File: src/hfc_map.svh
// Purpose: Register offsets, field positions, reset values and timing counts.
// Assumes: AXI4-Lite byte addressing, 32-bit words.
// Notes:   Included by the design modules hfc_clk_div and hfc_osc_ctrl; the package does not include it.
`ifndef HFC_MAP_SVH
`define HFC_MAP_SVH
`define HFC_IDX_OSC_CTRL      8'hb2
`define HFC_IDX_OSC_TRIM      8'hb3
`define HFC_IDX_CLK_SEL       8'hc0
`define HFC_IDX_LF_CTRL       8'hc1
`define HFC_IDX_IRQ_STAT      8'hc2
`define HFC_IDX_IRQ_MASK      8'hc3
`define HFC_IDX_BUS_PWR       8'hc4
`define HFC_OSC_CTRL_RESET    8'h80
`define HFC_TRIM_RESET        5'h10
`define HFC_BIT_ENABLE        7
`define HFC_BIT_READY         6
`define HFC_BIT_SUSPEND       5
`define HFC_SETTLE_NS         1000
`define HFC_CLK_PERIOD_NS     8
`define HFC_SETTLE_CYC        ((`HFC_SETTLE_NS + `HFC_CLK_PERIOD_NS - 1) / `HFC_CLK_PERIOD_NS)
`define HFC_OSC_BASE_HALF     4
`endif

File: src/hfc_pkg.sv
// Purpose: Types shared by the oscillator control block.
// Assumes: Constants live in hfc_map.svh.
// Notes:   None.
package hfc_pkg;
  typedef enum logic [1:0] {
    HFC_OFF     = 2'b00,
    HFC_SETTLE  = 2'b01,
    HFC_RUN     = 2'b10,
    HFC_SUSPEND = 2'b11
  } hfc_state_e;
  typedef enum logic [1:0] {
    HFC_SRC_HF   = 2'b00,
    HFC_SRC_EXT  = 2'b01,
    HFC_SRC_MULT = 2'b10,
    HFC_SRC_LF   = 2'b11
  } hfc_src_e;
  typedef struct packed {
    logic       hf_osc_enable;
    logic       suspend;
    logic [1:0] system_clock_divide_select;
  } hfc_ctrl_s;
  typedef struct packed {
    hfc_src_e   sys_src;
    logic [1:0] usb_src;
  } hfc_sel_s;
endpackage

File: src/hfc_clk_div.sv
// Purpose: Enable-pulse divider modelling an oscillator and its post-divider.
// Assumes: One clock; outputs are one-cycle enables.
// Notes:   Period grows with trim, so code zero is fastest.
`timescale 1ns/1ps
`include "hfc_map.svh"
module hfc_clk_div
  import hfc_pkg::*;
(
  input  wire logic       ref_clk,   // System clock.
  input  wire logic       rst_n,     // Synchronised reset, active low.
  input  wire logic       run,       // Oscillator running.
  input  wire logic [4:0] trim,      // Period trim, 0 fastest.
  input  wire logic [1:0] div_sel,   // Post-divide select.
  output logic            osc_tick,  // Oscillator edge enable.
  output logic            out_tick   // Divided clock enable.
);
  logic [6:0] cnt_q;
  logic [2:0] post_q;
  logic [6:0] limit;
  logic [2:0] post_lim;

  assign limit = 7'(`HFC_OSC_BASE_HALF) + {2'b00, trim};

  always_comb begin
    case (div_sel)
      2'b00:   post_lim = 3'h7;
      2'b01:   post_lim = 3'h3;
      2'b10:   post_lim = 3'h1;
      default: post_lim = 3'h0;
    endcase
  end

  always_ff @(posedge ref_clk or negedge rst_n) begin
    if (!rst_n) begin
      cnt_q    <= 7'h00;
      osc_tick <= 1'b0;
    end else if (!run) begin
      cnt_q    <= 7'h00;
      osc_tick <= 1'b0;
    end else if (cnt_q >= limit) begin
      cnt_q    <= 7'h00;
      osc_tick <= 1'b1;
    end else begin
      cnt_q    <= cnt_q + 7'h01;
      osc_tick <= 1'b0;
    end
  end

  always_ff @(posedge ref_clk or negedge rst_n) begin
    if (!rst_n) begin
      post_q   <= 3'h0;
      out_tick <= 1'b0;
    end else if (!run) begin
      post_q   <= 3'h0;
      out_tick <= 1'b0;
    end else if (osc_tick) begin
      out_tick <= (post_q >= post_lim);
      post_q   <= (post_q >= post_lim) ? 3'h0 : post_q + 3'h1;
    end else begin
      out_tick <= 1'b0;
    end
  end
endmodule // hfc_clk_div

File: src/hfc_osc_ctrl.sv
// Purpose: High-frequency oscillator control, system clock derivation, suspend and wake.
// Assumes: AXI4-Lite slave; wake inputs are asynchronous pins.
// Notes:   Clocks are represented as one-cycle enables on ref_clk.
// Contract
// - After reset the system clock source is the internal high-frequency oscillator.
// - Divide select 00/01/10/11 gives the oscillator divided by 8/4/2/1.
// - After reset the divide ratio is 8.
// - Software enables, disables and adjusts both internal oscillators through bits.
// - The trim value sets the oscillator period and resets to the calibrated value.
// - Writing one to the suspend bit stops the oscillator.
// - A suspended oscillator restarts on a non-idle USB event.
// - A suspended oscillator restarts when bus power matches the chosen polarity.
// - USB wake detection works while the transceiver is disabled.
// - System clock source is HF, LF, external, or the 4x multiplier halved.
// - USB clock source is HF, external, or the undivided 4x multiplier.
// - Trim is the low five bits, zero fastest and all ones slowest.
`timescale 1ns/1ps
`include "hfc_map.svh"
module hfc_osc_ctrl
  import hfc_pkg::*;
(
  input  wire logic        ref_clk,          // Clock, 125 MHz.
  input  wire logic        rst_n,            // Asynchronous reset, active low.
  input  wire logic [11:0] s_axi_awaddr,     // Write address.
  input  wire logic        s_axi_awvalid,    // Write address valid.
  output logic             s_axi_awready,    // Write address ready.
  input  wire logic [31:0] s_axi_wdata,      // Write data.
  input  wire logic [3:0]  s_axi_wstrb,      // Write strobes.
  input  wire logic        s_axi_wvalid,     // Write data valid.
  output logic             s_axi_wready,     // Write data ready.
  output logic [1:0]       s_axi_bresp,      // Write response.
  output logic             s_axi_bvalid,     // Write response valid.
  input  wire logic        s_axi_bready,     // Write response ready.
  input  wire logic [11:0] s_axi_araddr,     // Read address.
  input  wire logic        s_axi_arvalid,    // Read address valid.
  output logic             s_axi_arready,    // Read address ready.
  output logic [31:0]      s_axi_rdata,      // Read data.
  output logic [1:0]       s_axi_rresp,      // Read response.
  output logic             s_axi_rvalid,     // Read data valid.
  input  wire logic        s_axi_rready,     // Read data ready.
  input  wire logic        usb_resume,       // Non-idle USB line activity pin.
  input  wire logic        bus_power,        // Bus-power sense pin.
  input  wire logic        ext_osc_tick,     // External oscillator enable.
  input  wire logic        mult_tick,        // 4x multiplier enable.
  input  wire logic        lf_osc_tick,      // Low-frequency oscillator enable.
  output logic             hf_osc_run,       // HF oscillator running.
  output logic             system_clock,     // System clock enable.
  output logic             usb_side_clock,   // USB clock enable.
  output logic             lf_osc_enable,    // LF oscillator enable.
  output logic [3:0]       lf_osc_adjust,    // LF oscillator adjust.
  output logic             irq               // Interrupt, active high.
);
  logic        rst_s1_q, rst_sync_n;
  logic [1:0]  usb_sync_q, vbus_sync_q;
  hfc_state_e  state_q;
  hfc_ctrl_s   ctrl_q;
  hfc_sel_s    sel_q;
  logic [4:0]  hf_osc_period_trim;
  logic [4:0]  lf_ctrl_q;
  logic        bus_power_polarity_select;
  logic [1:0]  irq_stat_q, irq_mask_q, ev;
  logic [15:0] settle_q;
  logic        hf_osc_ready_flag;
  logic        hf_tick, hf_div_tick;
  logic        aw_hold_q, w_hold_q;
  logic [11:0] awaddr_q;
  logic [31:0] wdata_q;
  logic [3:0]  wstrb_q;
  logic        wr_go, wr_hit, rd_go;
  logic [9:0]  wr_idx, rd_idx;
  logic        wake;
  logic        ready_rise;
  logic [1:0]  mult_half_q;

  // Reset is asserted at once and released through two flops, so every register
  // below leaves reset on the same clock edge.
  always_ff @(posedge ref_clk or negedge rst_n) begin
    if (!rst_n) begin
      rst_s1_q   <= 1'b0;
      rst_sync_n <= 1'b0;
    end else begin
      rst_s1_q   <= 1'b1;
      rst_sync_n <= rst_s1_q;
    end
  end

  // Wake pins are synchronised on the always-running reference clock, so detection
  // does not depend on the transceiver or the stopped oscillator.
  always_ff @(posedge ref_clk or negedge rst_sync_n) begin
    if (!rst_sync_n) begin
      usb_sync_q  <= 2'b00;
      vbus_sync_q <= 2'b00;
    end else begin
      usb_sync_q  <= {usb_sync_q[0], usb_resume};
      vbus_sync_q <= {vbus_sync_q[0], bus_power};
    end
  end

  // Wake is line activity, or bus power standing at the selected polarity.
  assign wake = usb_sync_q[1]
              | (vbus_sync_q[1] == bus_power_polarity_select);

  // AXI write: address and data taken in either order, response after both.
  // Only byte lane 0 carries register bits; a write without it is only acknowledged.
  assign s_axi_awready = !aw_hold_q && !s_axi_bvalid;
  assign s_axi_wready  = !w_hold_q && !s_axi_bvalid;
  assign wr_go  = aw_hold_q && w_hold_q && !s_axi_bvalid;
  assign wr_idx = awaddr_q[11:2];
  assign rd_idx = s_axi_araddr[11:2];

  always_ff @(posedge ref_clk or negedge rst_sync_n) begin
    if (!rst_sync_n) begin
      aw_hold_q <= 1'b0;
      w_hold_q  <= 1'b0;
      awaddr_q  <= 12'h000;
      wdata_q   <= 32'h0000_0000;
      wstrb_q   <= 4'h0;
    end else begin
      if (s_axi_awvalid && s_axi_awready) begin
        aw_hold_q <= 1'b1;
        awaddr_q  <= s_axi_awaddr;
      end else if (wr_go) begin
        aw_hold_q <= 1'b0;
      end
      if (s_axi_wvalid && s_axi_wready) begin
        w_hold_q <= 1'b1;
        wdata_q  <= s_axi_wdata;
        wstrb_q  <= s_axi_wstrb;
      end else if (wr_go) begin
        w_hold_q <= 1'b0;
      end
    end
  end

  // A write to an unmapped index is answered with a slave error and changes nothing.
  always_comb begin
    case (wr_idx)
      10'(`HFC_IDX_OSC_CTRL), 10'(`HFC_IDX_OSC_TRIM), 10'(`HFC_IDX_CLK_SEL),
      10'(`HFC_IDX_LF_CTRL), 10'(`HFC_IDX_IRQ_STAT), 10'(`HFC_IDX_IRQ_MASK),
      10'(`HFC_IDX_BUS_PWR): wr_hit = 1'b1;
      default:               wr_hit = 1'b0;
    endcase
  end

  always_ff @(posedge ref_clk or negedge rst_sync_n) begin
    if (!rst_sync_n) begin
      s_axi_bvalid <= 1'b0;
      s_axi_bresp  <= 2'b00;
    end else if (wr_go) begin
      s_axi_bvalid <= 1'b1;
      s_axi_bresp  <= wr_hit ? 2'b00 : 2'b10;
    end else if (s_axi_bready) begin
      s_axi_bvalid <= 1'b0;
    end
  end

  // Control register; suspend is a write-one trigger cleared by wake.
  always_ff @(posedge ref_clk or negedge rst_sync_n) begin
    if (!rst_sync_n) begin
      ctrl_q <= '{hf_osc_enable:        1'(`HFC_OSC_CTRL_RESET >> `HFC_BIT_ENABLE),
                  suspend:              1'b0,
                  system_clock_divide_select: 2'(`HFC_OSC_CTRL_RESET)};
    end else begin
      if (wr_go && wr_idx == 10'(`HFC_IDX_OSC_CTRL) && wstrb_q[0]) begin
        ctrl_q.hf_osc_enable        <= wdata_q[`HFC_BIT_ENABLE];
        ctrl_q.system_clock_divide_select <= wdata_q[1:0];
        if (wdata_q[`HFC_BIT_SUSPEND]) begin
          ctrl_q.suspend <= 1'b1;
        end
      end
      if (state_q == HFC_SUSPEND && wake) begin
        ctrl_q.suspend <= 1'b0;
      end
    end
  end

  // Trim, selectors, polarity and mask are plain read/write registers.
  always_ff @(posedge ref_clk or negedge rst_sync_n) begin
    if (!rst_sync_n) begin
      hf_osc_period_trim        <= `HFC_TRIM_RESET;
      sel_q                     <= '{sys_src: HFC_SRC_HF, usb_src: 2'b00};
      lf_ctrl_q                 <= 5'h00;
      bus_power_polarity_select <= 1'b1;
      irq_mask_q                <= 2'b00;
    end else if (wr_go && wstrb_q[0]) begin
      case (wr_idx)
        10'(`HFC_IDX_OSC_TRIM): hf_osc_period_trim <= wdata_q[4:0];
        10'(`HFC_IDX_CLK_SEL):  sel_q <= hfc_sel_s'(wdata_q[3:0]);
        10'(`HFC_IDX_LF_CTRL):  lf_ctrl_q <= wdata_q[4:0];
        10'(`HFC_IDX_BUS_PWR):  bus_power_polarity_select <= wdata_q[0];
        10'(`HFC_IDX_IRQ_MASK): irq_mask_q <= wdata_q[1:0];
        default:                ;
      endcase
    end
  end

  // Oscillator state: settle counter guards the ready flag.
  // Reset enters settling, so the oscillator runs and ready stays low at first.
  always_ff @(posedge ref_clk or negedge rst_sync_n) begin
    if (!rst_sync_n) begin
      state_q  <= HFC_SETTLE;
      settle_q <= 16'h0000;
    end else begin
      case (state_q)
        HFC_OFF: begin
          settle_q <= 16'h0000;
          if (ctrl_q.hf_osc_enable) begin
            state_q <= HFC_SETTLE;
          end
        end
        HFC_SETTLE: begin
          if (!ctrl_q.hf_osc_enable) begin
            state_q <= HFC_OFF;
          end else if (ctrl_q.suspend) begin
            state_q <= HFC_SUSPEND;
          end else if (settle_q >= 16'(`HFC_SETTLE_CYC - 1)) begin
            state_q <= HFC_RUN;
          end else begin
            settle_q <= settle_q + 16'h0001;
          end
        end
        HFC_RUN: begin
          if (!ctrl_q.hf_osc_enable) begin
            state_q <= HFC_OFF;
          end else if (ctrl_q.suspend) begin
            state_q <= HFC_SUSPEND;
          end
        end
        HFC_SUSPEND: begin
          settle_q <= 16'h0000;
          if (wake) begin
            state_q <= HFC_SETTLE;
          end
        end
        default: state_q <= HFC_OFF;
      endcase
    end
  end

  assign hf_osc_ready_flag = (state_q == HFC_RUN);
  assign hf_osc_run = (state_q == HFC_RUN) || (state_q == HFC_SETTLE);

  hfc_clk_div u_hf_div (
    .ref_clk  (ref_clk),
    .rst_n    (rst_sync_n),
    .run      (hf_osc_run),
    .trim     (hf_osc_period_trim),
    .div_sel  (ctrl_q.system_clock_divide_select),
    .osc_tick (hf_tick),
    .out_tick (hf_div_tick)
  );

  // The multiplier output is halved for the system clock: every second
  // multiplier tick gives one pulse.
  always_ff @(posedge ref_clk or negedge rst_sync_n) begin
    if (!rst_sync_n) begin
      mult_half_q <= 2'b00;
    end else if (mult_tick) begin
      mult_half_q <= {~mult_half_q[0], ~mult_half_q[0]};
    end else begin
      mult_half_q[1] <= 1'b0;
    end
  end

  // Both clock outputs are registered one-cycle enables; switching a selector can still
  // put an old-source pulse and a new-source pulse in adjacent cycles.
  always_ff @(posedge ref_clk or negedge rst_sync_n) begin
    if (!rst_sync_n) begin
      system_clock   <= 1'b0;
      usb_side_clock <= 1'b0;
    end else begin
      case (sel_q.sys_src)
        HFC_SRC_HF:   system_clock <= hf_div_tick;
        HFC_SRC_EXT:  system_clock <= ext_osc_tick;
        HFC_SRC_MULT: system_clock <= mult_half_q[1];
        HFC_SRC_LF:   system_clock <= lf_osc_tick;
        default:      system_clock <= hf_div_tick;
      endcase
      case (sel_q.usb_src)
        2'b00:   usb_side_clock <= hf_tick;
        2'b01:   usb_side_clock <= ext_osc_tick;
        2'b10:   usb_side_clock <= mult_tick;
        default: usb_side_clock <= hf_tick;
      endcase
    end
  end

  assign lf_osc_enable = lf_ctrl_q[4];
  assign lf_osc_adjust = lf_ctrl_q[3:0];

  // Sticky events: bit0 wake from suspend, bit1 ready rise. Set wins over clear.
  // The ready event marks only the edge that moves settling into running, so a
  // write-one clear is not undone while the oscillator keeps running.
  assign ready_rise = (state_q == HFC_SETTLE) && ctrl_q.hf_osc_enable && !ctrl_q.suspend
                    && (settle_q >= 16'(`HFC_SETTLE_CYC - 1));
  assign ev = {ready_rise, state_q == HFC_SUSPEND && wake};

  always_ff @(posedge ref_clk or negedge rst_sync_n) begin
    if (!rst_sync_n) begin
      irq_stat_q <= 2'b00;
    end else if (wr_go && wr_idx == 10'(`HFC_IDX_IRQ_STAT) && wstrb_q[0]) begin
      irq_stat_q <= (irq_stat_q & ~wdata_q[1:0]) | ev;
    end else begin
      irq_stat_q <= irq_stat_q | ev;
    end
  end

  // Level interrupt: high while any unmasked status bit is set.
  assign irq = |(irq_stat_q & irq_mask_q);

  // AXI read: one cycle from address to data.
  // Unmapped indices answer with a slave error and zero data.
  assign s_axi_arready = !s_axi_rvalid;
  assign rd_go = s_axi_arvalid && s_axi_arready;

  always_ff @(posedge ref_clk or negedge rst_sync_n) begin
    if (!rst_sync_n) begin
      s_axi_rvalid <= 1'b0;
      s_axi_rdata  <= 32'h0000_0000;
      s_axi_rresp  <= 2'b00;
    end else if (rd_go) begin
      s_axi_rvalid <= 1'b1;
      s_axi_rresp  <= 2'b00;
      case (rd_idx)
        10'(`HFC_IDX_OSC_CTRL): s_axi_rdata <= {24'h0, ctrl_q.hf_osc_enable,
                                   hf_osc_ready_flag, 4'h0, ctrl_q.system_clock_divide_select};
        10'(`HFC_IDX_OSC_TRIM): s_axi_rdata <= {27'h0, hf_osc_period_trim};
        10'(`HFC_IDX_CLK_SEL):  s_axi_rdata <= {28'h0, sel_q};
        10'(`HFC_IDX_LF_CTRL):  s_axi_rdata <= {27'h0, lf_ctrl_q};
        10'(`HFC_IDX_IRQ_STAT): s_axi_rdata <= {30'h0, irq_stat_q};
        10'(`HFC_IDX_IRQ_MASK): s_axi_rdata <= {30'h0, irq_mask_q};
        10'(`HFC_IDX_BUS_PWR):  s_axi_rdata <= {30'h0, vbus_sync_q[1],
                                   bus_power_polarity_select};
        default: begin
          s_axi_rdata <= 32'h0000_0000;
          s_axi_rresp <= 2'b10;
        end
      endcase
    end else if (s_axi_rready) begin
      s_axi_rvalid <= 1'b0;
    end
  end
endmodule // hfc_osc_ctrl

File: config.mk
export PLATFORM = sky130hd
export DESIGN_NAME = hfc_osc_ctrl
export DESIGN_NICKNAME = d
export VERILOG_FILES = /design/src/hfc_pkg.sv /design/src/hfc_clk_div.sv /design/src/hfc_osc_ctrl.sv
export VERILOG_INCLUDE_DIRS = /design/src /design/src/src
export SDC_FILE = /design/constraint.sdc
export NUM_CORES = 1
export LEC_CHECK = 0
export BUFFER_PORTS_ARGS = -buffer_cell sky130_fd_sc_hd__buf_2
export CAP_MARGIN = 0
export CORE_ASPECT_RATIO = 2
export CORE_MARGIN = 4
export CORE_UTILIZATION = 44
export DETAILED_ROUTE_END_ITERATION = 6
export PLACE_DENSITY = 0.76
export SYNTH_ARGS = -nofsm -noshare
export SYNTH_HDL_FRONTEND = slang
export SYNTH_SLANG_ARGS = --single-unit
File: constraint.sdc
create_clock -name ref_clk -period 4 [get_ports ref_clk]
set_input_delay 0.4 -clock ref_clk [delete_from_list [all_inputs] [get_ports ref_clk]]
set_output_delay 0.4 -clock ref_clk [all_outputs]
set_load 0.05 [all_outputs]
==> reports/results.ini, run 1 <==
[floorplanning]
rows=53
start_util_pct=45.1
die_area_sq_um=12600
core_sq_um=10500
io_pins=122
chipWidth_um=81.5
fp.dieH_um=155

[power_and_ir_drop]
power.density_nw_per_um2=601
power_leakage_uw=0.00262
ir_drop_v=0.000529

[critical_path]
regToRegSetupSlack_ps=1540
path_cells=inv_1 > ha_1 > buf_2
endpoint_kind=output pin
reg2reg_depth=6
crit_type=reg2out
path_buf_inv=2
regToRegStartpoint=state_q[0]
critPathLaunch=state_q[0]
critPathRequiredTime_ps=3600
critPathTopFamily=adder cells
crit_path_max_fanout=24
arrival_ps=2160
slowest_stage=ha_1
worst_setup_path_start_kind=register
timing.rr.end=settle_q[11]
slowest_delay_ps=790

[min_path]
hold_depth=1
hold_class=in2reg
hold_start=bus_power
min_to=vbus_sync_q[0]

[routing]
drc=0
drtAntennaViolNets=0
drtIter0Drc=150
vias=3326
first_pass_iters=4
routed_wirelength_mm=9.71
viasPerCell=5.19
wl_per_cell_um=15.1

[synthesis]
synth_most_common_cell=dfrtp_1
synth_top_family_by_area=simple AND/OR/NAND/NOR gates
synth_simple_gate_area_share_pct=15.9
ys_async_sr_fraction_pct=100
synth-edff-count=0
synthAdderAreaFrac_pct=5.26
synth_common_cells=dfrtp_1 (90), mux2_2 (41), nand2_1 (35)
synth_xor_xnor_area_share_pct=1.84
ys.flop_type=dfrtp_1
yosys_warnings=0
synth_top_cell_area_share_pct=47.3
synth_seq_cells=94
synthTopCellsByArea=dfrtp_1 (47%), mux2_2 (9.7%), ha_1 (5.3%)
ys_types=57
synth_area_sq_um=4760
syn_inst=432
yosysSeqAreaShare_pct=49.5
synth-compound-area-share_pct=9.52
synth_top_cell_by_area=dfrtp_1
avgSynthCellArea_sq_um=11.0
muxShareOfSynthArea_pct=11.5

[cts]
cts_buffers=9
cts_resized=0
postCtsHoldBufs=1
clk_pin_slew_ps=60
postCtsSetupBuffers=0
clk_path_buf_depth=2
cts_htree_levels=3
cts_sinks=94
insertion_delay_ps=340
cts_root_buf=clkbuf_16
cts_tree=done

[global_route]
grtUsageMet1_pct=17.5
grt-busiest-layer=met2
gr-total-overflow=0
globalRouteTotalUtil_pct=16.2
antenna_found_initial=0
grtUsageMet3_pct=3.30
grt_first_pass_wirelength_mm=15.8
gr-usage-met2_pct=29.1
grt_max_degree=67
grt_pass1_vias=3393

[timing]
fmax_mhz=391
final-hold-violation-count=0
setup_ws_ps=1440
setup_violations=0
relSlewSlack_pct=44.8
whs_ps=166
worstMarginPinSlew_ps=827
rsz0062_at_grt=false
finClkSkew_ps=7.08
finalMaxSlewViolations=0
period_share_pct=63.9
setup_tns_ps=0
fin_crit_ps=2560

[finish]
drive_above_1_share_pct=27.2
fin_nets=591
final_cells=641
area_growth_pct=15.1
insertedDiodeCount=0
fillers=922

[placed_design]
dp_hpwl_mm=7.36
preCtsSetupSlack_ps=1600
placed_cells=624
portBuffers=62
globalplace.congestion=0.802

[job]
maxCapViolCount=0

[outcome]
outcome=finished clean

[cell usage in the layout (no fill, tap or decap), types with 3 or more instances in the layout]
| cell type | instances |
|---|---|
| a22o_1 | 4 |
| dfrtp_1 | 89 |
| nand2b_1 | 5 |
| bufinv_16 | 3 |
| nor2b_1 | 8 |
| o211ai_1 | 3 |
| nor3b_1 | 5 |
| and3_1 | 3 |
| mux2i_1 | 5 |
| and2_1 | 4 |
| clkbuf_16 | 9 |
| nor2_1 | 26 |
| dfstp_2 | 4 |
| buf_2 | 62 |
| o21ai_0 | 21 |
| inv_1 | 18 |
| a21oi_1 | 11 |
| a21o_1 | 5 |
| nand2_1 | 35 |
| nand4_1 | 6 |
| a31oi_1 | 5 |
| conb_1 | 28 |
| mux2_2 | 41 |
| xor2_1 | 4 |
| nand3b_1 | 4 |
| o21a_1 | 5 |
| xnor2_1 | 6 |
| nor4_1 | 4 |
| ha_1 | 20 |
| nand3_1 | 16 |
[stage by stage]
stage	instance area, sq um	util [%]	total power [uW]
after detailed placement	5120	48.6	2330
final	5480	52.0	3290
after global routing	5480	52.0	3470
after CTS	5480	52.0	3320
after global placement	5120	48.6	2270
after floorplan	4860	-	2110
[registers in the layout, summed over array words and instances (netlist names), 2 cells and up]
register,flops
wdata_q,7
mult_half_q,2
u_hf_div.cnt_q,7
irq_mask_q,2
u_hf_div.post_q,3
awaddr_q,10
sel_q,4
usb_sync_q,2
lf_ctrl_q,5
s_axi_rdata,7
hf_osc_period_trim,5
irq_stat_q,2
settle_q,16
vbus_sync_q,2
state_q,2
ctrl_q,4
[area by class of cell]
class / instances / area (sq um) / share of cell area (%)
Clock inverter: 6 / 119 / 2.17
Tap cell: 137 / 171 / 3.13
Sequential cell: 94 / 2360 / 43.1
Inverter: 18 / 67.6 / 1.23
Clock buffer: 10 / 229 / 4.18
Timing Repair Buffer: 64 / 328 / 5.98
Multi-Input combinational cell: 312 / 2200 / 40.2
[how the worst max path moves through the flow]
stage,endpoint,depth (start not counted)
after CTS,hf_osc_run,3
after global placement,settle_q[11],6
final,hf_osc_run,3
after floorplan,aw_hold_q,0
after detailed placement,settle_q[11],6
after global routing,hf_osc_run,3
[logic make-up after synthesis]
family                   Yosys count
AO/OA/AOI/OAI                     70
XOR/XNOR                          10
adder cells (fa/ha/maj)           20
buffers and inverters             52
flip-flops                        94
multiplexers                      48
other                              2
AND/OR/NAND/NOR                  136
[where the power goes]
| part | switching, uW | internal [uW] | total (uW) | leakage [uW] |
|---|---|---|---|---|
| clock network | 363 | 617 | 980 | 0.000169 |
| logic | 601 | 371 | 973 | 0.00125 |
| registers | 201 | 1140 | 1340 | 0.00121 |
| total | 1170 | 2130 | 3290 | 0.00262 |
[layer usage]
layer / up-vias / part of all wire [%]
met1: 1606 / 38
li1: 1602 / -
met5: - / 0
met4: 0 / 2.2
met2: 104 / 54
met3: 14 / 6.1
No activity file was read; power rests on OpenSTA's default activity.
==> run 2, diff against run 1 <==
Settings changed: PLACE_DENSITY 0.76 to 0.79.
Clock period 4 ns to 2.12 ns, I/O delays scaled along.
==> run 2 against run 1 <==
Net effect: clock-buffer cell count increased by 1; sequential power grew 89%; global-route usage is 0.70 points higher; worst setup slack worse by 1300 ps; clock skew is essentially flat; register-to-register slack got worse by 1400 ps; sequential cell count is the same; hold slack worse by 120 ps; first-iteration DRC count rose by 37%; utilization up 0.95 points; sequential share of layout area decreased by 0.77 points; highest routed layer unchanged.
==> reports/results.ini, run 2 (synthesized netlist as in run 1, its figures left out) <==
[finish]
layout_commonest_cell=dfrtp_1  ; unchanged
final_area_sq_um=5580  ; was 5480 sq um
largest_register_ffs=16  ; unchanged
area_growth_pct=17.2  ; was 15.1%
ff_latch_area_sq_um=2360  ; unchanged
fillers=917  ; was 922
layout_common_cells=dfrtp_1 (89), buf_2 (61), mux2_2 (41)  ; was dfrtp_1 (89), buf_2 (62), mux2_2 (41)
drive_above_1_share_pct=28.7  ; was 27.2%
regMostFlops=settle_q  ; unchanged
top_regs=settle_q: 16 flops, awaddr_q: 10 flops  ; unchanged
multi_input_comb_area_sq_um=2210  ; was 2200 sq um
insertedDiodeCount=0  ; unchanged
fin_nets=603  ; was 591

[cts]
clk_path_buf_depth=2  ; unchanged
clk_pin_slew_ps=70  ; was 60 ps
cts_buffers=9  ; unchanged
cts_sinks=94  ; unchanged
cts_root_buf=clkbuf_16  ; unchanged
postCtsSetupBuffers=0  ; unchanged
insertion_delay_ps=340  ; about the same
cts_htree_levels=3  ; unchanged
cts_tree=done  ; unchanged

[floorplanning]
fp.dieH_um=155  ; unchanged
core_sq_um=10500  ; unchanged
die_area_sq_um=12600  ; unchanged
rows=53  ; unchanged
start_util_pct=45.1  ; unchanged
chipWidth_um=81.5  ; unchanged
io_pins=122  ; unchanged

[power_and_ir_drop]
power.density_nw_per_um2=1120  ; was 601 nW/um^2
finalPower_uw=6240  ; was 3290 uW
power_leakage_uw=0.00268  ; was 0.00262 uW
ir_drop_v=0.000906  ; was 0.000529 V

[critical_path]
critPathRequiredTime_ps=2380  ; was 3600 ps
crit_type=reg2reg  ; was reg2out
crit_path_max_fanout=7  ; was 24
arrival_ps=2270  ; was 2160 ps
worst_setup_path_start_kind=register  ; unchanged
endpoint_kind=register  ; was output pin

[global_route]
gr-total-overflow=0  ; unchanged
grt_max_degree=43  ; was 67
globalRouteTotalUtil_pct=16.9  ; was 16.2%
antenna_found_initial=0  ; unchanged
grt_pass1_vias=3514  ; was 3393
grt_first_pass_wirelength_mm=16.5  ; was 15.8 mm

[routing]
vias=3447  ; was 3326
routed_wirelength_mm=10.1  ; was 9.71 mm
wl_per_cell_um=15.4  ; was 15.1 um
wl_met1_mm=3.76  ; was 3.68 mm
drtAntennaViolNets=0  ; unchanged
first_pass_iters=4  ; unchanged
viasPerCell=5.28  ; was 5.19
met2WireLength_mm=5.41  ; was 5.22 mm
wl_met3_um=585  ; was 594 um
top_layer_used=met4  ; unchanged
drc=0  ; unchanged
drtIter0Drc=205  ; was 150

[timing]
rsz0062_at_grt=true  ; was false
setup_violations=0  ; unchanged
finClkSkew_ps=6.75  ; was 7.08 ps
finalMaxSlewViolations=0  ; unchanged
setup_ws_ps=111  ; was 1440 ps
final-hold-violation-count=0  ; unchanged
worstMarginPinSlew_ps=552  ; was 827 ps
period_share_pct=94.8
relSlewSlack_pct=62.9  ; was 44.8%
whs_ps=42.6  ; was 166 ps
fin_crit_ps=2010
fmax_mhz=498

[placed_design]
dp_hpwl_mm=7.84  ; was 7.36 mm
portBuffers=62  ; unchanged
globalplace.congestion=0.814  ; was 0.802
placed_cell_area_sq_um=5210  ; was 5120 sq um
preCtsSetupSlack_ps=60.2  ; was 1600 ps

[job]
maxCapViolCount=0  ; unchanged

[min_path]
hold_class=in2reg  ; unchanged

[outcome]
outcome=finished clean  ; unchanged

[run 2: repair_timing]
action | CTS | global route
hold buffers | 2 | 1
resized for setup | 0 | 4
setup endpoints to repair | 0 | 17
hold endpoints to repair | 3 | 1
[run 2: path summary, 6_finish.rpt]
path	start	end	slack, ps	cells after the start
max in group asynchronous	rst_sync_n	hf_osc_period_trim[4]	1180	1
setup reg to reg	hf_osc_period_trim[3]	u_hf_div.cnt_q[6]	110	7
setup / recovery	hf_osc_period_trim[3]	u_hf_div.cnt_q[6]	110	7
hold / removal	s_axi_bready	s_axi_bvalid	40	2
min in group asynchronous	rst_n	rst_sync_n	190	2
hold reg to reg	rst_sync_n	wdata_q[1]	290	0
[run 2: where the power goes]
group | switching (uW) | internal [uW]
combinational | 1190 | 788
clock | 664 | 1070
sequential | 383 | 2150
[run 2: layout make-up]
class,count,area share [%]
Clock buffer,11,4.35
Clock inverter,5,1.46
Inverter,18,1.21
Multi-Input combinational cell,312,39.7
Sequential cell,94,42.3
Tap cell,137,3.07
Timing Repair Buffer,76,7.92
[run 2: layer usage]
metal,vias to the layer above,GRT usage [%]
met3,21,3.94
met2,110,29.8
met5,-,0
met4,0,7.82
li1,1632,-
met1,1684,18.4
[run 2: metrics by stage]
| step | TNS (ps) | utilization, % | std cells |
|---|---|---|---|
| 2_1_floorplan | 0 | - | 458 |
| 3_3_place_gp | 0 | 49.4 | 634 |
| 3_5_place_dp | 0 | 49.4 | 634 |
| 4_1_cts | 0 | 52.7 | 652 |
| 5_1_grt | -18.4 | 52.9 | 653 |
| 6_report | 0 | 52.9 | 653 |
[run 2: critical path, cell delays in order, from the launching register on]
cell and delay (ps):
dfrtp_1 420, ha_1 210, xnor2_1 130, ha_1 300, a21o_1 190, a211oi_2 240
o211ai_1 260, nor2_1 170
==> run 3, diff against run 2 <==
Settings changed: PLACE_DENSITY 0.79 to 0.76.
Clock period 2.12 ns to 2.5 ns, I/O delays scaled along.
==> run 3 against run 2 <==
Net effect: critical path depth unchanged; utilization decreased by 0.82 points; first-iteration DRC count is 0.98% higher; critical path type unchanged; largest cell class unchanged; largest power group unchanged.
==> reports/results.ini, run 3 (synthesized netlist as in run 1, its figures left out) <==
[timing]
rsz0062_at_grt=false  ; was true
relSlewSlack_pct=49.3  ; was 62.9%
setup_violations=0  ; unchanged
finalMaxSlewViolations=0  ; unchanged
setup_tns_ps=0  ; unchanged
worstMarginPinSlew_ps=753  ; was 552 ps
period_share_pct=89.5  ; was 94.8%
final-hold-violation-count=0  ; unchanged
finClkSkew_ps=5.16  ; was 6.75 ps
whs_ps=8.41  ; was 42.6 ps
fmax_mhz=447  ; was 498 MHz
fin_crit_ps=2240  ; was 2010 ps

[finish]
layout_commonest_cell=dfrtp_1  ; unchanged
fin_nets=596  ; was 603
final_cells=646  ; was 653
layout_common_cells=dfrtp_1 (89), buf_2 (62), mux2_2 (41)  ; was dfrtp_1 (89), buf_2 (61), mux2_2 (41)
regMostFlops=settle_q  ; unchanged
largest_register_ffs=16  ; unchanged
area_growth_pct=15.4  ; was 17.2%
top_regs=settle_q: 16 flops, awaddr_q: 10 flops  ; unchanged
insertedDiodeCount=0  ; unchanged
drive_above_1_share_pct=27.9  ; was 28.7%

[floorplanning]
start_util_pct=45.1  ; unchanged
fp.dieH_um=155  ; unchanged
core_sq_um=10500  ; unchanged
chipWidth_um=81.5  ; unchanged
rows=53  ; unchanged
io_pins=122  ; unchanged
die_area_sq_um=12600  ; unchanged

[placed_design]
placed_cells=629  ; was 634
portBuffers=62  ; unchanged
dp_hpwl_mm=7.45  ; was 7.84 mm
globalplace.congestion=0.821  ; was 0.814

[critical_path]
worst_setup_path_start_kind=register  ; unchanged
critPathTopFamily=compound AO/OA/AOI/OAI gates  ; unchanged
cp_common_cell=ha_1  ; unchanged
slowest_stage=dfrtp_1  ; unchanged
path_buf_inv=0  ; unchanged
crit_type=reg2reg  ; unchanged
critPathRequiredTime_ps=2770  ; was 2380 ps
critPathLaunch=hf_osc_period_trim[2]  ; was hf_osc_period_trim[3]
arrival_ps=2510  ; was 2270 ps
slowest_delay_ps=450  ; was 420 ps
path_cells=ha_1 > xnor2_1 > ha_1 > a21o_1 > a211oi_1 > o211ai_1 > nor2_1  ; was ha_1 > xnor2_1 > ha_1 > a21o_1 > a211oi_2 > o211ai_1 > nor2_1
regToRegStartpoint=hf_osc_period_trim[2]  ; was hf_osc_period_trim[3]
endpoint_kind=register  ; unchanged
crit_path_max_fanout=7  ; unchanged

[cts]
clk_pin_slew_ps=70  ; about the same
cts_htree_levels=3  ; unchanged
cts_root_buf=clkbuf_16  ; unchanged
clk_path_buf_depth=2  ; unchanged
cts_resized=0  ; unchanged
cts_tree=done  ; unchanged
cts_sinks=94  ; unchanged
insertion_delay_ps=350  ; was 340 ps
cts_buffers=9  ; unchanged

[global_route]
grt_pass1_vias=3437  ; was 3514
antenna_found_initial=0  ; unchanged
globalRouteTotalUtil_pct=16.7  ; was 16.9%
gr-total-overflow=0  ; unchanged
grt_first_pass_wirelength_mm=16.2  ; was 16.5 mm
grt_max_degree=48  ; was 43

[routing]
routed_wirelength_mm=9.84  ; was 10.1 mm
drtIter0Drc=207  ; was 205
wl_per_cell_um=15.2  ; was 15.4 um
drc=0  ; unchanged
first_pass_iters=4  ; unchanged
drtAntennaViolNets=0  ; unchanged
vias=3405  ; was 3447
viasPerCell=5.27  ; was 5.28

[power_and_ir_drop]
power.density_nw_per_um2=941  ; was 1120 nW/um^2
finalPower_uw=5170  ; was 6240 uW
power_leakage_uw=0.00263  ; was 0.00268 uW
ir_drop_v=0.00110  ; was 0.000906 V

[job]
maxCapViolCount=0  ; unchanged

[min_path]
hold_class=in2reg  ; unchanged
hold_start=bus_power  ; was s_axi_bready

[outcome]
outcome=finished clean  ; unchanged

[run 3: per-layer routing]
| layer | wire (um) | global-route usage, % |
|---|---|---|
| met3 | 624 | 4.00 |
| met5 | 0 | 0 |
| met4 | 255 | 7.41 |
| met1 | 3700 | 18.2 |
| met2 | 5270 | 29.6 |
[run 3: power by group]
part           internal (uW)  switching (uW)
combinational            624             989
clock                    834             588
sequential              1820             314
[run 3: final cells by class]
type                            count  area, sq um
Fill cell                         933         5050
Sequential cell                    94         2360
Multi-Input combinational cell    312         2200
Timing Repair Buffer               69          378
Clock buffer                       12          256
Tap cell                          137          171
Inverter                           18         67.6
Clock inverter                      4         55.1
[run 3: path summary, 6_finish.rpt]
path / cells after the start / slack [ps] / end
hold / removal: 1 / 8 / vbus_sync_q[0]
setup reg to reg: 7 / 260 / u_hf_div.cnt_q[4]
max in group asynchronous: 1 / 1480 / ctrl_q[3]
min in group asynchronous: 2 / 210 / rst_sync_n
setup / recovery: 7 / 260 / u_hf_div.cnt_q[4]
hold reg to reg: 0 / 350 / s_axi_rdata[2]
[run 3: through the flow]
stage	worst slack [ps]	cell area (sq um)	util (%)
after global routing	179	5490	52.1
final	263	5490	52.1
after global placement	432	5170	49.0
after detailed placement	364	5170	49.0
after CTS	263	5490	52.1
after floorplan	419	4860	-
[run 3: timing repair]
| action | in CTS | in global routing |
|---|---|---|
| hold buffers | 1 | 0 |
| buffers inserted | 0 | 0 |
| endpoints found under the hold margin | 2 | 0 |
